**config.mk**
```make
export PLATFORM = sky130hd
export DESIGN_NAME = adc_mode_control_registers
export DESIGN_NICKNAME = d
export VERILOG_FILES = /design/src/hdl/adc_mode_pkg.sv /design/src/hdl/serial_word_port.sv /design/src/hdl/adc_mode_control_registers.sv
export VERILOG_INCLUDE_DIRS = /design/src /design/src/hdl
export SDC_FILE = /design/constraint.sdc
export NUM_CORES = 1
export LEC_CHECK = 0
export BUFFER_PORTS_ARGS = -buffer_cell sky130_fd_sc_hd__buf_2
export CAP_MARGIN = 20
export CELL_PAD_IN_SITES_DETAIL_PLACEMENT = 1
export CELL_PAD_IN_SITES_GLOBAL_PLACEMENT = 1
export CORE_MARGIN = 5
export CORE_UTILIZATION = 42
export DETAILED_ROUTE_END_ITERATION = 6
export MAX_ROUTING_LAYER = met4
export PLACE_DENSITY = 0.79
export SLEW_MARGIN = 20
export SYNTH_ARGS = -nofsm -noshare
export SYNTH_HDL_FRONTEND = slang
export SYNTH_SLANG_ARGS = --single-unit
```
**constraint.sdc**
```tcl
create_clock -name clock -period 2.36 [get_ports clock]
set_input_delay 0.118 -clock clock [delete_from_list [all_inputs] [get_ports clock]]
set_output_delay 0.118 -clock clock [all_outputs]
set_load 0.03 [all_outputs]
```
**src/hdl/adc_mode_consts.svh**
```systemverilog
// Offsets, field positions, reset values and timing counts of the bank
`ifndef ADC_MODE_CONSTS_SVH
`define ADC_MODE_CONSTS_SVH

// ==========================================================
// Register offsets (seven-bit serial address)
`define ADDR_SOFT_RESET      7'h00
`define ADDR_POWER_DOWN      7'h01
`define ADDR_OUTPUT_MODE     7'h02
`define ADDR_PATTERN_HIGH    7'h03
`define ADDR_PATTERN_LOW     7'h04

// ==========================================================
// Field positions
`define SRST_BIT             7
`define SLEEP_BIT            4
`define NAP_MSB              3
`define CURRENT_MSB          7
`define CURRENT_LSB          5
`define TERM_BIT             4
`define OUTPUT_DRIVER_DISABLE_BIT           3
`define LANE_MSB             2
`define LANE_LSB             0
`define PAT_ENABLE_BIT       7
`define PAT_UNUSED_BIT       6

// ==========================================================
// Reset values
`define REG_RESET_VALUE      8'h00
`define PD_RESET_VALUE       5'h00

// ==========================================================
// Serial word and timing
`define WORD_BITS            16
`define HEADER_BITS          8
`define CLK_PERIOD_PS        8000
`define SRST_TIME_NS         100
`define SRST_CYCLES \
  ((`SRST_TIME_NS * 1000 + `CLK_PERIOD_PS - 1) / `CLK_PERIOD_PS)

`endif

```
**src/hdl/adc_mode_pkg.sv**
```systemverilog
// Types shared by the mode-control register bank
package adc_mode_pkg;

  // ==========================================================
  // Serial word state, one-hot
  typedef enum logic [2:0] {
    SER_IDLE  = 3'b001,
    SER_SHIFT = 3'b010,
    SER_DONE  = 3'b100
  } ser_state_e;

  typedef logic [7:0] reg_byte_t;
  typedef logic [6:0] reg_addr_t;

endpackage

```
**src/hdl/serial_word_port.sv**
```systemverilog
// Serial command word receiver and read-back shifter
`timescale 1ns/1ps
`include "adc_mode_consts.svh"

module serial_word_port
  import adc_mode_pkg::*;
(
  // Clock and reset
  input  wire logic      clock,
  input  wire logic      rst_n,
  // Serial pins
  input  wire logic      cs_n,
  input  wire logic      sck,
  input  wire logic      sdi,
  // Register side
  output reg_addr_t      hdr_addr,
  input  wire reg_byte_t rd_data,
  output reg_addr_t      cmd_addr,
  output reg_byte_t      cmd_data,
  output logic           wr_strobe,
  output logic           sdo_low
);

  // ==========================================================
  // State
  ser_state_e state_r;
  ser_state_e state_nxt;
  logic [14:0] shift_r;
  logic [4:0]  count_r;
  logic        sck_r;
  logic        reading_r;
  reg_byte_t   out_r;
  logic        sdo_bit_r;
  logic        wr_r;

  // Edge detection of the serial clock inside a frame
  wire sck_rise  = sck & ~sck_r & ~cs_n;
  wire sck_fall  = ~sck & sck_r & ~cs_n;
  wire last_bit  = (count_r == 5'(`WORD_BITS - 1));
  wire hdr_bit   = (count_r == 5'(`HEADER_BITS - 1));
  wire in_shift  = (state_r == SER_SHIFT);

  // Header address as bits arrive; command fields after the last shift
  assign hdr_addr  = {shift_r[5:0], sdi};
  assign cmd_addr  = shift_r[14:8];
  assign cmd_data  = shift_r[7:0];
  assign wr_strobe = wr_r;
  assign sdo_low   = reading_r & ~sdo_bit_r & ~cs_n;

  // Next state; edges past the sixteenth are ignored
  always_comb begin
    state_nxt = state_r;
    case (state_r)
      SER_IDLE:  if (!cs_n) state_nxt = SER_SHIFT;
      SER_SHIFT: begin
        if (cs_n) state_nxt = SER_IDLE;
        else if (sck_rise && last_bit) state_nxt = SER_DONE;
      end
      SER_DONE:  if (cs_n) state_nxt = SER_IDLE;
      default:   state_nxt = SER_IDLE;
    endcase
  end

  // State, bit count and input shifter
  always_ff @(posedge clock or negedge rst_n) begin
    if (!rst_n) begin
      state_r <= SER_IDLE;
      count_r <= 5'h0;
      shift_r <= 15'h0;
      sck_r   <= 1'b0;
    end else begin
      state_r <= state_nxt;
      sck_r   <= sck;
      if (state_r == SER_IDLE) count_r <= 5'h0;
      else if (in_shift && sck_rise) count_r <= count_r + 5'h1;
      if (in_shift && sck_rise) shift_r <= {shift_r[13:0], sdi};
    end
  end

  // Write pulse on the sixteenth edge of a write word
  always_ff @(posedge clock or negedge rst_n) begin
    if (!rst_n) wr_r <= 1'b0;
    else wr_r <= in_shift & sck_rise & last_bit & ~shift_r[14];
  end

  // Read-back: load at the header, shift out on falling edges
  always_ff @(posedge clock or negedge rst_n) begin
    if (!rst_n) begin
      reading_r <= 1'b0;
      out_r     <= 8'h00;
      sdo_bit_r <= 1'b1;
    end else if (cs_n) begin
      reading_r <= 1'b0;
      sdo_bit_r <= 1'b1;
    end else if (in_shift && sck_rise && hdr_bit) begin
      reading_r <= shift_r[6];
      out_r     <= rd_data;
    end else if (reading_r && sck_fall) begin
      sdo_bit_r <= out_r[7];
      out_r     <= {out_r[6:0], 1'b1};
    end
  end

endmodule

```
**src/hdl/adc_mode_control_registers.sv**
```systemverilog
// Mode-control register bank of a four-channel serial-output converter
//
// How it works
// With sleep clear, power-down bits 3..0 nap channels 4..1 freely.
// Power-down bit 4 sleeps every channel; all zero is normal operation.
// Driver current codes 000, 001, 010 give 3.5, 4.0 and 4.5 mA.
// Codes 100..111 give 3.0, 2.5, 2.1, 1.75 mA; code 011 is reserved.
// Output-mode bit 4 switches the internal output termination on.
// Lane codes 000, 001, 010 give two lanes at 16, 14 and 12 bits.
// Lane codes 011 and 100 are unused; 101..111 give one lane.
// Test-pattern high bit 7 swaps converted data for the pattern.
// Test-pattern high bits 5..0 form output data bits 11 down to 6.
// Test-pattern low bits 7..2 form output data bits 5 down to 0.
// Test-pattern low bits 1..0 form the two extra compatibility bits.
// Test-pattern high bit 6 is unused and has no effect.
// Each access is a 16-bit word: read flag, 7-bit address, 8 data bits.
// Soft reset clears every mode register and sleeps the part briefly.
// Output-mode bit 3 disables the digital output drivers.
// Fields act once the write word ends; read-back returns the fields.
`timescale 1ns/1ps
`include "adc_mode_consts.svh"

module adc_mode_control_registers
  import adc_mode_pkg::*;
#(
  parameter int CHANNELS = 4,
  parameter int DATA_W   = 12,
  parameter int EXTRA_W  = 2
)
(
  // Clock and reset
  input  wire logic                              clock,
  input  wire logic                              rst_n,
  // Serial configuration pins
  input  wire logic                              cs_n,
  input  wire logic                              sck,
  input  wire logic                              sdi,
  output logic                                   sdo_out,
  output logic                                   sdo_oe,
  // Converter samples in
  input  wire logic [CHANNELS*DATA_W-1:0]        sample_in,
  // Output data after pattern and power gating
  output logic [CHANNELS*(DATA_W+EXTRA_W)-1:0]   sample_out,
  // Power control
  output logic [CHANNELS-1:0]                    channel_nap,
  output logic                                   converter_sleep,
  output logic                                   soft_reset_busy,
  // Output driver control
  output logic [2:0]                             driver_current_select,
  output logic [12:0]                            driver_current_ua,
  output logic                                   current_code_reserved,
  output logic                                   internal_termination_enable,
  output logic                                   output_driver_disable,
  // Lane and serialization control
  output logic [2:0]                             lane_serialization_select,
  output logic                                   two_lane_mode,
  output logic [4:0]                             serial_width,
  output logic                                   lane_code_unused,
  // Test pattern
  output logic                                   pattern_output_enable
);

  localparam int OUT_W = DATA_W + EXTRA_W;

  // ==========================================================
  // Register storage
  logic [4:0]  pd_r;
  reg_byte_t   om_r;
  logic        pat_en_r;
  logic [5:0]  pattern_upper_bits_r;
  logic [5:0]  pattern_lower_bits_r;
  logic        pattern_extra_bit_a_r;
  logic        pattern_extra_bit_b_r;
  logic [7:0]  srst_cnt_r;

  // Serial port wires
  reg_addr_t   hdr_addr;
  reg_byte_t   rd_data;
  reg_addr_t   cmd_addr;
  reg_byte_t   cmd_data;
  logic        wr_strobe;
  logic        sdo_low;

  // ==========================================================
  // Serial word receiver
  serial_word_port u_port (
    .clock     (clock),
    .rst_n     (rst_n),
    .cs_n      (cs_n),
    .sck       (sck),
    .sdi       (sdi),
    .hdr_addr  (hdr_addr),
    .rd_data   (rd_data),
    .cmd_addr  (cmd_addr),
    .cmd_data  (cmd_data),
    .wr_strobe (wr_strobe),
    .sdo_low   (sdo_low)
  );

  // ==========================================================
  // Write decode
  wire hit_reset = (cmd_addr == `ADDR_SOFT_RESET);
  wire hit_pd    = (cmd_addr == `ADDR_POWER_DOWN);
  wire hit_om    = (cmd_addr == `ADDR_OUTPUT_MODE);
  wire hit_tph   = (cmd_addr == `ADDR_PATTERN_HIGH);
  wire hit_tpl   = (cmd_addr == `ADDR_PATTERN_LOW);
  wire wr_pd     = wr_strobe & hit_pd;
  wire wr_om     = wr_strobe & hit_om;
  wire wr_tph    = wr_strobe & hit_tph;
  wire wr_tpl    = wr_strobe & hit_tpl;
  wire srst_go   = wr_strobe & hit_reset & cmd_data[`SRST_BIT];
  wire srst_busy = (srst_cnt_r != 8'h00);

  // ==========================================================
  // Read decode from the header address
  wire rd_reset = (hdr_addr == `ADDR_SOFT_RESET);
  wire rd_pd    = (hdr_addr == `ADDR_POWER_DOWN);
  wire rd_om    = (hdr_addr == `ADDR_OUTPUT_MODE);
  wire rd_tph   = (hdr_addr == `ADDR_PATTERN_HIGH);
  wire rd_tpl   = (hdr_addr == `ADDR_PATTERN_LOW);

  // Read-back of the implemented bits; others read as zero
  always_comb begin
    if (rd_reset)
      rd_data = {srst_busy, 7'h00};
    else if (rd_pd)
      rd_data = {3'b000, pd_r};
    else if (rd_om)
      rd_data = om_r;
    else if (rd_tph)
      rd_data = {pat_en_r, 1'b0, pattern_upper_bits_r};
    else if (rd_tpl)
      rd_data = {pattern_lower_bits_r, pattern_extra_bit_a_r,
                 pattern_extra_bit_b_r};
    else
      rd_data = 8'h00;
  end

  // ==========================================================
  // Soft reset timer, clears itself when done
  always_ff @(posedge clock or negedge rst_n) begin
    if (!rst_n) srst_cnt_r <= 8'h00;
    else if (srst_go) srst_cnt_r <= 8'(`SRST_CYCLES);
    else if (srst_busy) srst_cnt_r <= srst_cnt_r - 8'h01;
  end

  // Power-down register
  always_ff @(posedge clock or negedge rst_n) begin
    if (!rst_n) pd_r <= `PD_RESET_VALUE;
    else if (srst_go) pd_r <= `PD_RESET_VALUE;
    else if (wr_pd) pd_r <= cmd_data[4:0];
  end

  // Output-mode register
  always_ff @(posedge clock or negedge rst_n) begin
    if (!rst_n) om_r <= `REG_RESET_VALUE;
    else if (srst_go) om_r <= `REG_RESET_VALUE;
    else if (wr_om) om_r <= cmd_data;
  end

  // Test-pattern high register; bit 6 is not stored
  always_ff @(posedge clock or negedge rst_n) begin
    if (!rst_n) begin
      pat_en_r             <= 1'b0;
      pattern_upper_bits_r <= 6'h00;
    end else if (srst_go) begin
      pat_en_r             <= 1'b0;
      pattern_upper_bits_r <= 6'h00;
    end else if (wr_tph) begin
      pat_en_r             <= cmd_data[`PAT_ENABLE_BIT];
      pattern_upper_bits_r <= cmd_data[5:0];
    end
  end

  // Test-pattern low register
  always_ff @(posedge clock or negedge rst_n) begin
    if (!rst_n) begin
      pattern_lower_bits_r  <= 6'h00;
      pattern_extra_bit_a_r <= 1'b0;
      pattern_extra_bit_b_r <= 1'b0;
    end else if (srst_go) begin
      pattern_lower_bits_r  <= 6'h00;
      pattern_extra_bit_a_r <= 1'b0;
      pattern_extra_bit_b_r <= 1'b0;
    end else if (wr_tpl) begin
      pattern_lower_bits_r  <= cmd_data[7:2];
      pattern_extra_bit_a_r <= cmd_data[1];
      pattern_extra_bit_b_r <= cmd_data[0];
    end
  end

  // ==========================================================
  // Power decode: sleep overrides naps, soft reset forces sleep
  wire       sleep_nxt = pd_r[`SLEEP_BIT] | srst_busy | srst_go;
  wire [CHANNELS-1:0] nap_nxt =
    sleep_nxt ? {CHANNELS{1'b0}} : pd_r[CHANNELS-1:0];

  // ==========================================================
  // Driver current decode in microamps
  wire [2:0] cur_code = om_r[`CURRENT_MSB:`CURRENT_LSB];
  logic [12:0] cur_ua_nxt;
  always_comb begin
    case (cur_code)
      3'b000:  cur_ua_nxt = 13'h0DAC;
      3'b001:  cur_ua_nxt = 13'h0FA0;
      3'b010:  cur_ua_nxt = 13'h1194;
      3'b100:  cur_ua_nxt = 13'h0BB8;
      3'b101:  cur_ua_nxt = 13'h09C4;
      3'b110:  cur_ua_nxt = 13'h0834;
      3'b111:  cur_ua_nxt = 13'h06D6;
      default: cur_ua_nxt = 13'h0DAC;
    endcase
  end
  wire cur_reserved = (cur_code == 3'b011);

  // ==========================================================
  // Lane and serialization decode
  wire [2:0] lane_code = om_r[`LANE_MSB:`LANE_LSB];
  logic       two_lane_nxt;
  logic [4:0] width_nxt;
  always_comb begin
    case (lane_code)
      3'b000:  begin two_lane_nxt = 1'b1; width_nxt = 5'd16; end
      3'b001:  begin two_lane_nxt = 1'b1; width_nxt = 5'd14; end
      3'b010:  begin two_lane_nxt = 1'b1; width_nxt = 5'd12; end
      3'b101:  begin two_lane_nxt = 1'b0; width_nxt = 5'd14; end
      3'b110:  begin two_lane_nxt = 1'b0; width_nxt = 5'd16; end
      3'b111:  begin two_lane_nxt = 1'b0; width_nxt = 5'd16; end
      default: begin two_lane_nxt = 1'b1; width_nxt = 5'd16; end
    endcase
  end
  wire lane_unused = (lane_code == 3'b011) | (lane_code == 3'b100);

  // ==========================================================
  // Pattern word: upper, lower, then the two extra bits
  wire [OUT_W-1:0] pattern_word = OUT_W'({pattern_upper_bits_r,
                                          pattern_lower_bits_r,
                                          pattern_extra_bit_a_r,
                                          pattern_extra_bit_b_r});

  // Per-channel output select, zero while napped or asleep
  genvar ch;
  generate
    for (ch = 0; ch < CHANNELS; ch++) begin : g_chan
      logic [OUT_W-1:0] out_r;
      wire  [OUT_W-1:0] data_word =
        {sample_in[ch*DATA_W +: DATA_W], {EXTRA_W{1'b0}}};
      wire  [OUT_W-1:0] sel_word =
        pat_en_r ? pattern_word : data_word;
      wire              idle = sleep_nxt | nap_nxt[ch];
      always_ff @(posedge clock or negedge rst_n) begin
        if (!rst_n) out_r <= '0;
        else out_r <= idle ? '0 : sel_word;
      end
      assign sample_out[ch*OUT_W +: OUT_W] = out_r;
    end
  endgenerate

  // ==========================================================
  // Registered control outputs
  always_ff @(posedge clock or negedge rst_n) begin
    if (!rst_n) begin
      channel_nap                 <= '0;
      converter_sleep             <= 1'b0;
      soft_reset_busy             <= 1'b0;
      driver_current_select       <= 3'b000;
      driver_current_ua           <= 13'h0DAC;
      current_code_reserved       <= 1'b0;
      internal_termination_enable <= 1'b0;
      output_driver_disable       <= 1'b0;
      lane_serialization_select   <= 3'b000;
      two_lane_mode               <= 1'b1;
      serial_width                <= 5'd16;
      lane_code_unused            <= 1'b0;
      pattern_output_enable       <= 1'b0;
    end else begin
      channel_nap                 <= nap_nxt;
      converter_sleep             <= sleep_nxt;
      soft_reset_busy             <= srst_busy | srst_go;
      driver_current_select       <= cur_code;
      driver_current_ua           <= cur_ua_nxt;
      current_code_reserved       <= cur_reserved;
      internal_termination_enable <= om_r[`TERM_BIT];
      output_driver_disable       <= om_r[`OUTPUT_DRIVER_DISABLE_BIT];
      lane_serialization_select   <= lane_code;
      two_lane_mode               <= two_lane_nxt;
      serial_width                <= width_nxt;
      lane_code_unused            <= lane_unused;
      pattern_output_enable       <= pat_en_r;
    end
  end

  // Open-drain read-back pin, pulls low only
  always_ff @(posedge clock or negedge rst_n) begin
    if (!rst_n) begin
      sdo_out <= 1'b0;
      sdo_oe  <= 1'b0;
    end else begin
      sdo_out <= 1'b0;
      sdo_oe  <= sdo_low;
    end
  end

endmodule

```
==> results.txt, run 1 <==
Met2 WL -> 10700 µm
Clk Tree Root Cell -> clkbuf_16
Slew @ Worst Pin -> 0.5841 ns
Combinational share of power -> 7.9%
Fmax -> 496.7 MHz
Req. time, crit path -> 2.65 ns
Met3 WL -> 1324 µm
Area of the die -> 18720 µm²
RSZ-0062 raised after global routing -> no
Fin crit share -> 85.30%
HPWL Detailed -> 13640 µm
Num CTS Buffers -> 17
Top Metal Used -> met4
Stages on worst setup path -> 4
Crit Path Class -> reg -> reg
Register clock-pin slew on the reported worst setup and hold paths -> 0.07 ns
Final setup margin -> 0.3469 ns
Num ports -> 147
Mapped Area -> 6754 µm²
Clk_skew -> 0.01118 ns
YS warnings -> 0
P_int -> 4.471 mW
Critical Path, Cell by Cell -> or3b_4 -> or4_1 -> nand2_1 -> o31ai_1
Initial antenna violation count -> 0
Area growth syn-to-layout -> 28.47%
Total GRT Usage -> 24.11%
Placed cell count -> 929
Leading area contributor after synthesis -> dfrtp_1
Clock sink count -> 161
Clk Latency, worst-skew pair -> 0.43 ns
Share of flip-flops with an asynchronous set or reset -> 100.0%
CP Launch Type -> flop
Placer congestion estimate -> 0.8846
Clock power frac -> 43.8%
Antenna fix cells -> 0
DR vias/cell -> 5.271
Gr ovfl total -> 0
Via count -> 5308
Port Buf Inserts -> 143
Post-Synthesis Mean Instance Area -> 11.43 µm²
Sum of negative setup slack -> 0 ns
Ys flop type -> dfrtp_1
Rel. slew slack -> 61.06%
Crit-path leading delay family -> simple AND/OR/NAND/NOR gates
Seq/Total Area, Yosys -> 59.86%
Tmin final -> 2.013 ns
DRT antenna net count -> 0
1st-iter DRT viols -> 315
Synth cell types -> 60
Starting density of the core -> 42.67%
Drt pass-1 iters -> 4
Synth area leaders -> dfrtp_1, nand2b_1, dfstp_2
Crit path max fanout -> 16
Core ar. -> 15830 µm²
Post-synthesis register bit count -> 161
H-tree Lvls -> 4
Max-Cap Viols -> 0
Hold Vio Cnt, Final -> 0
Status -> finished clean
Reg-to-Reg Start -> u_port.shift_r[10]
Nets -> 835
# DRC -> 0
CP Capture Type -> flop
Non-Filler Instances -> 1007
Chip height -> 136.8 µm
Routed WL -> 21270 µm
Cell Rows -> 46
DP Area -> 7657 µm²
Worst path slowest cell -> or4_1
CTS tree -> built
Reg power frac -> 48.3%
Worst Hold Path Cells -> 3
CP startpoint -> u_port.shift_r[10]
Share of layout cells above drive strength 1 -> 32.49%
Final setup viols -> 0
Sw Pwr -> 1.476 mW
Post-synth EDFFs -> 0
Post-CTS Resized -> 0
Bufs on Longest Clock Path -> 2
Sw Share -> 24.82%
M1 WL -> 8702 µm
Crit-path max cell delay -> 0.74 ns
VDD IR max -> 0.5252 mV
Power density over the cells -> 685.3 nW/µm²
Fin. max-slew vios -> 0
Cell count after synthesis -> 591
Die X -> 136.8 µm
Crit path DAT -> 2.31 ns
Worst hold-check path type -> in -> reg
Final instance area -> 8677 µm²
Pin count of the biggest net entering global routing -> 65
CP bufs+invs -> 0
WL/cell -> 21.12 µm
Min-delay src -> sample_in[8]
R2R cell count -> 4
Post-layout util -> 54.82%
First-pass GRT wire length -> 33280 µm
Pre-CTS setup slack -> 0.3392 ns
Vias in the first global route -> 5930
Share of the synthesized area in the top cell type -> 55.58%
Leak -> 4.213 nW
==> power groups by stage <==
| stage | registers [mW] | clock network (mW) | logic, mW |
|---|---|---|---|
| 6_report | 2.87 | 2.60 | 0.469 |
| 5_1_grt | 2.88 | 2.78 | 0.505 |
| 4_1_cts | 2.87 | 2.63 | 0.459 |
| 3_5_place_dp | 2.92 | 0 | 0.393 |
| 3_3_place_gp | 2.91 | 0 | 0.381 |
| 2_1_floorplan | 2.98 | 0 | 0.145 |
==> Yosys cell counts, types with 7 or more instances <==
| master | instances |
|---|---|
| a21oi_1 | 30 |
| a21oi_2 | 24 |
| buf_6 | 8 |
| clkbuf_1 | 22 |
| dfrtp_1 | 150 |
| dfstp_2 | 11 |
| inv_1 | 15 |
| mux2_2 | 15 |
| mux2i_1 | 27 |
| nand2_1 | 45 |
| nand2b_1 | 56 |
| nand3_1 | 16 |
| nor2_1 | 43 |
| nor2b_1 | 7 |
| nor3_1 | 8 |
| o21ai_0 | 19 |
| o21ai_1 | 7 |
| o22ai_1 | 7 |
==> worst reg2reg max path: stages (launching register included) <==
cell and delay, ns:
dfrtp_1 0.42, or3b_4 0.44, or4_1 0.74, nand2_1 0.19, o31ai_1 0.09
==> logic make-up after synthesis <==
family / after synthesis / share of synthesized area, %
AOI/OAI and AO/OA: 109 / 10.47
xor gates and xnor gates: 6 / 0.7781
adders and majority gates: 3 / 0.5558
buffers and inverters: 53 / 4.113
DFF: 161 / 59.86
muxes: 42 / 6.502
other: 1 / 0.05552
and+or+nand+nor: 216 / 17.67
==> per-stage QoR <==
step | hold WS [ns] | power [mW]
final | 0.005114 | 5.946
after global routing | 0.001569 | 6.158
after global placement | 0.1122 | 3.293
after floorplan | -0.1776 | 3.120
after detailed placement | 0.1226 | 3.310
after CTS | 0.003406 | 5.958
==> area by class of cell <==
type / count / area, µm²
clock buffers: 18 / 439.2
well taps: 216 / 270.3
multi-input cells: 379 / 2441
inverters: 15 / 56.30
fillers: 1736 / 7151
flip-flops and latches: 161 / 4043
clock inverters: 13 / 110.1
repair buffers: 205 / 1318
==> sequential cells by signal, indices dropped and copies added, names as in the netlist, 4 cells and up <==
register	cells
channel_nap	4
driver_current_ua	12
pd_r	5
pattern_lower_bits_r	6
u_port.shift_r	15
pattern_upper_bits_r	6
om_r	8
srst_cnt_r	8
u_port.count_r	5
g_chan.out_r	56
u_port.out_r	8
==> repair_timing <==
action	in CTS	in global routing
hold buffers	47	0
setup buffers	0	0
endpoints found under the hold margin	103	0
endpoints found under the setup margin	0	0
==> layout by cell type (no fill, tap or decap), types with 8 or more instances in the layout <==
cell and n:
nand2b_1 56, o21ai_0 19, buf_2 142, buf_4 14, mux2i_1 27, a21oi_1 30
mux2_2 15, a21oi_2 24, dfstp_2 11, clkbuf_16 17, dfrtp_1 150, nor2_1 43
nor3_1 8, inv_1 15, nand3_1 16, dlygate4sd3_1 47, nand2_1 45
==> final timing paths <==
check | to | slack, ns
max in group asynchronous | g_chan[3].out_r[2] | 1.27
hold reg to reg | internal_termination_enable | 0.45
hold / removal | g_chan[0].out_r[10] | 0.005
min in group asynchronous | g_chan[0].out_r[10] | 0.23
setup reg to reg | om_r[1] | 0.35
setup / recovery | om_r[1] | 0.35
==> routing by layer <==
metal  global-route usage [%]  vias up
met1                    28.21     2695
met2                    40.77      178
li1                         -     2389
met5                        -        -
met3                    5.625       46
met4                    8.758        0
No activity file was read; power rests on OpenSTA's default activity.
==> run 2, diff against run 1 <==
- ABC_AREA: unset -> 1
- CORE_UTILIZATION: 42 -> 41
- GPL_TIMING_DRIVEN: unset -> 0
==> run 2 against run 1 <==
Compared with the run above: flip-flop and latch count stayed put; cell area is 2.3% higher; worst setup slack better by 0.068 ns; via count is 9.2% higher; synthesized cell count is 18% higher; clock skew is 0.0014 ns lower; hold slack better by 0.011 ns; non-clock buffer count is 11 higher; highest routed layer unchanged.
==> results.txt, run 2 <==
Synth cell types -> 37 (was 60)
Starting density of the core -> 42.03% (was 42.67%)
Worst hold-check path type -> in -> reg (unchanged)
Post-Synthesis Mean Instance Area -> 9.649 µm² (was 11.43 µm²)
Post-CTS Resized -> 0 (unchanged)
Slew @ Worst Pin -> 0.6546 ns (was 0.5841 ns)
Area occupied by multi-input gates -> 2238 µm² (was 2441 µm²)
Share of flip-flops with an asynchronous set or reset -> 100.0% (unchanged)
Most common cell after layout, fill and taps aside -> dfrtp_1 (unchanged)
Rel. slew slack -> 56.20% (was 61.06%)
Clk Latency, worst-skew pair -> 0.43 ns (about the same)
Fmax -> 514.0 MHz (was 496.7 MHz)
Core ar. -> 16000 µm² (was 15830 µm²)
Req. time, crit path -> 2.72 ns (was 2.65 ns)
Leading area contributor after synthesis -> dfrtp_1 (unchanged)
Clock power frac -> 39.4% (was 43.8%)
Final setup viols -> 0 (unchanged)
RSZ-0062 raised after global routing -> no (unchanged)
Pin count of the biggest net entering global routing -> 62 (was 65)
Post-synthesis register bit count -> 161 (unchanged)
Power density over the cells -> 834.1 nW/µm² (was 685.3 nW/µm²)
Antenna fix cells -> 0 (unchanged)
Chip height -> 138.1 µm (was 136.8 µm)
Bufs on Longest Clock Path -> 2 (unchanged)
Via count -> 5794 (was 5308)
Num ports -> 147 (unchanged)
Clock sink count -> 161 (unchanged)
Highest-count cells in the layout ignoring fill and taps -> dfrtp_1, buf_2, nand2_1 (was dfrtp_1, buf_2, nand2b_1)
Sw Pwr -> 2.273 mW (was 1.476 mW)
Clk Tree Root Cell -> clkbuf_16 (unchanged)
Combinational share of power -> 16.8% (was 7.9%)
VDD IR max -> 0.5561 mV (was 0.5252 mV)
Crit path DAT -> 2.30 ns (was 2.31 ns)
Area growth syn-to-layout -> 31.96% (was 28.47%)
DRT antenna net count -> 0 (unchanged)
Synth area leaders -> dfrtp_1, nand2_1, a21oi_1 (was dfrtp_1, nand2b_1, dfstp_2)
1st-iter DRT viols -> 362 (was 315)
H-tree Lvls -> 4 (unchanged)
Routed WL -> 21990 µm (was 21270 µm)
DR vias/cell -> 5.087 (was 5.271)
Non-Filler Instances -> 1139 (was 1007)
Reg power frac -> 43.8% (was 48.3%)
Mapped Area -> 6725 µm² (was 6754 µm²)
Crit-path max cell delay -> 0.36 ns (was 0.74 ns)
Seq/Total Area, Yosys -> 60.11% (was 59.86%)
Top Registers -> g_chan.out_r (56), u_port.shift_r (15), driver_current_ua (12) (unchanged)
Worst reg-to-reg setup slack -> 0.41 ns (was 0.35 ns)
Placer congestion estimate -> 0.8234 (was 0.8846)
Cell Rows -> 46 (unchanged)
Area of the die -> 19060 µm² (was 18720 µm²)
Most used cell, CP -> nand2_4
Clk_skew -> 0.009826 ns (was 0.01118 ns)
YS warnings -> 0 (unchanged)
Most flops, register -> g_chan.out_r (unchanged)
Worst path slowest cell -> dfrtp_1 (was or4_1)
Postcts setup bufs -> 0 (unchanged)
Nets -> 966 (was 835)
Placed cell count -> 1060 (was 929)
Ys flop type -> dfrtp_1 (unchanged)
Cell count after synthesis -> 697 (was 591)
Drt pass-1 iters -> 4 (unchanged)
Max reg flops -> 56 (unchanged)
WL/cell -> 19.31 µm (was 21.12 µm)
# DRC -> 0 (unchanged)
HPWL Detailed -> 14190 µm (was 13640 µm)
First-pass GRT wire length -> 36130 µm (was 33280 µm)
WHS -> 0.01631 ns (was 0.005114 ns)
CP endpoint -> g_chan[1].out_r[10] (was om_r[1])
Die X -> 138.1 µm (was 136.8 µm)
Post-synth EDFFs -> 0 (unchanged)
Initial antenna violation count -> 0 (unchanged)
Total GRT Usage -> 24.52% (was 24.11%)
DP Area -> 7784 µm² (was 7657 µm²)
Hold Vio Cnt, Final -> 0 (unchanged)
Status -> finished clean (unchanged)
CTS tree -> built (unchanged)
Critical Path, Cell by Cell -> inv_1 -> ha_1 -> nand2_2 -> nor2_4 -> nand2_4 -> nor2_8 -> nand2_4 -> buf_6 -> nor2_2 (was or3b_4 -> or4_1 -> nand2_1 -> o31ai_1)
CP Capture Type -> flop (unchanged)
Final Total Pwr -> 7.402 mW (was 5.946 mW)
Gr ovfl total -> 0 (unchanged)
Tmin final -> 1.945 ns (was 2.013 ns)
Commonest cells in the netlist -> dfrtp_1, nand2_1, inv_1 (was dfrtp_1, nand2b_1, nand2_1)
Post-layout util -> 55.47% (was 54.82%)
Leak -> 4.545 nW (was 4.213 nW)
Count leader, synth -> dfrtp_1 (unchanged)
Register clock-pin slew on the reported worst setup and hold paths -> 0.07 ns (about the same)
P_int -> 5.129 mW (was 4.471 mW)
Share of the synthesized area in the top cell type -> 55.81% (was 55.58%)
Port Buf Inserts -> 143 (unchanged)
Crit Path Class -> reg -> reg (unchanged)
CP Launch Type -> flop (unchanged)
Fin crit share -> 82.43% (was 85.30%)
Sw Share -> 30.71% (was 24.82%)
Reg-to-Reg End -> g_chan[1].out_r[10] (was om_r[1])
Reg-to-Reg Start -> srst_cnt_r[0] (was u_port.shift_r[10])
Fin. max-slew vios -> 0 (unchanged)
R2R cell count -> 9 (was 4)
Vias in the first global route -> 6252 (was 5930)
Num CTS Buffers -> 17 (unchanged)
Max-Cap Viols -> 0 (unchanged)
Share of layout cells above drive strength 1 -> 28.71% (was 32.49%)
CTS Hold Buffers Added -> 47 (unchanged)
Crit path max fanout -> 10 (was 16)
Register Area -> 4043 µm² (unchanged)
Final instance area -> 8875 µm² (was 8677 µm²)
CP startpoint -> srst_cnt_r[0] (was u_port.shift_r[10])
# fillers -> 1829 (was 1736)
[run 2: changes by cell type in the layout (fill, tap and decap cells not counted), moves of 24 or more]
cell,previous run,this run
a21oi_2,24,0
nand2_1,45,117
inv_1,15,74
mux2i_1,27,0
nor2_1,43,68
nor2_2,3,33
nand2b_1,56,0
o21ai_0,19,57
a21oi_1,30,60
[run 2: cell families (layout without fill, tap and decap cells)]
| family | after synthesis | in the layout | share of synthesized area (%) |
|---|---|---|---|
| AND/OR/NAND/NOR | 297 | 297 | 21.80 |
| flip-flops | 161 | 161 | 60.11 |
| AO/OA/AOI/OAI | 131 | 131 | 10.49 |
| buffers and inverters | 102 | 326 | 6.716 |
| adder cells (fa/ha/maj) | 3 | 3 | 0.5582 |
| XOR/XNOR | 2 | 2 | 0.2605 |
| other | 1 | 3 | 0.05576 |
[run 2: metrics by stage]
step	setup WS [ns]	TNS [ns]
global route	0.3117	0
finish	0.4146	0
floorplan	0.8084	0
detailed placement	0.4765	0
global placement	-1.279	-193.29
CTS	0.4378	0
[run 2: area by class of cell]
class                   instances  share of cell area [%]
flip-flops and latches        161                   45.55
multi-input cells             436                   25.22
repair buffers                192                   14.10
clock buffers                  19                   4.991
inverters                      78                   3.299
well taps                     216                   3.045
clock inverters                13                   2.002
plain buffers                  24                   1.790
[run 2: critical path, delay by kind of cell (launching register included)]
family                     cells  cell delay, ns
adders and majority gates      1            0.28
buffers and inverters          2            0.31
DFF                            1            0.36
and+or+nand+nor                6            0.91
[run 2: power groups by stage]
stage | logic, mW | clock network [mW] | registers (mW)
after floorplan | 0.746 | 0 | 3.28
after detailed placement | 1.16 | 0 | 3.29
after CTS | 1.23 | 2.94 | 3.24
after global placement | 1.10 | 0 | 3.28
final | 1.24 | 2.92 | 3.24
after global routing | 1.40 | 3.11 | 3.27
[run 2: how the worst min path moves through the flow]
stage,end,depth (start not counted),from,slack [ns]
after floorplan,channel_nap[0],0,rst_n,-0.18
after global placement,u_port.sck_r,1,sck,0.24
after detailed placement,g_chan[0].out_r[13],1,rst_n,0.03
after CTS,g_chan[0].out_r[9],3,sample_in[7],0.002
after global routing,g_chan[0].out_r[9],3,sample_in[7],0.02
final,g_chan[0].out_r[9],3,sample_in[7],0.02
[run 2: metal layers]
metal | global-route usage [%] | wire [µm]
met4 | 8.528 | 576
met3 | 5.207 | 1088
met2 | 40.11 | 11000
met5 | - | 0
met1 | 30.37 | 9325
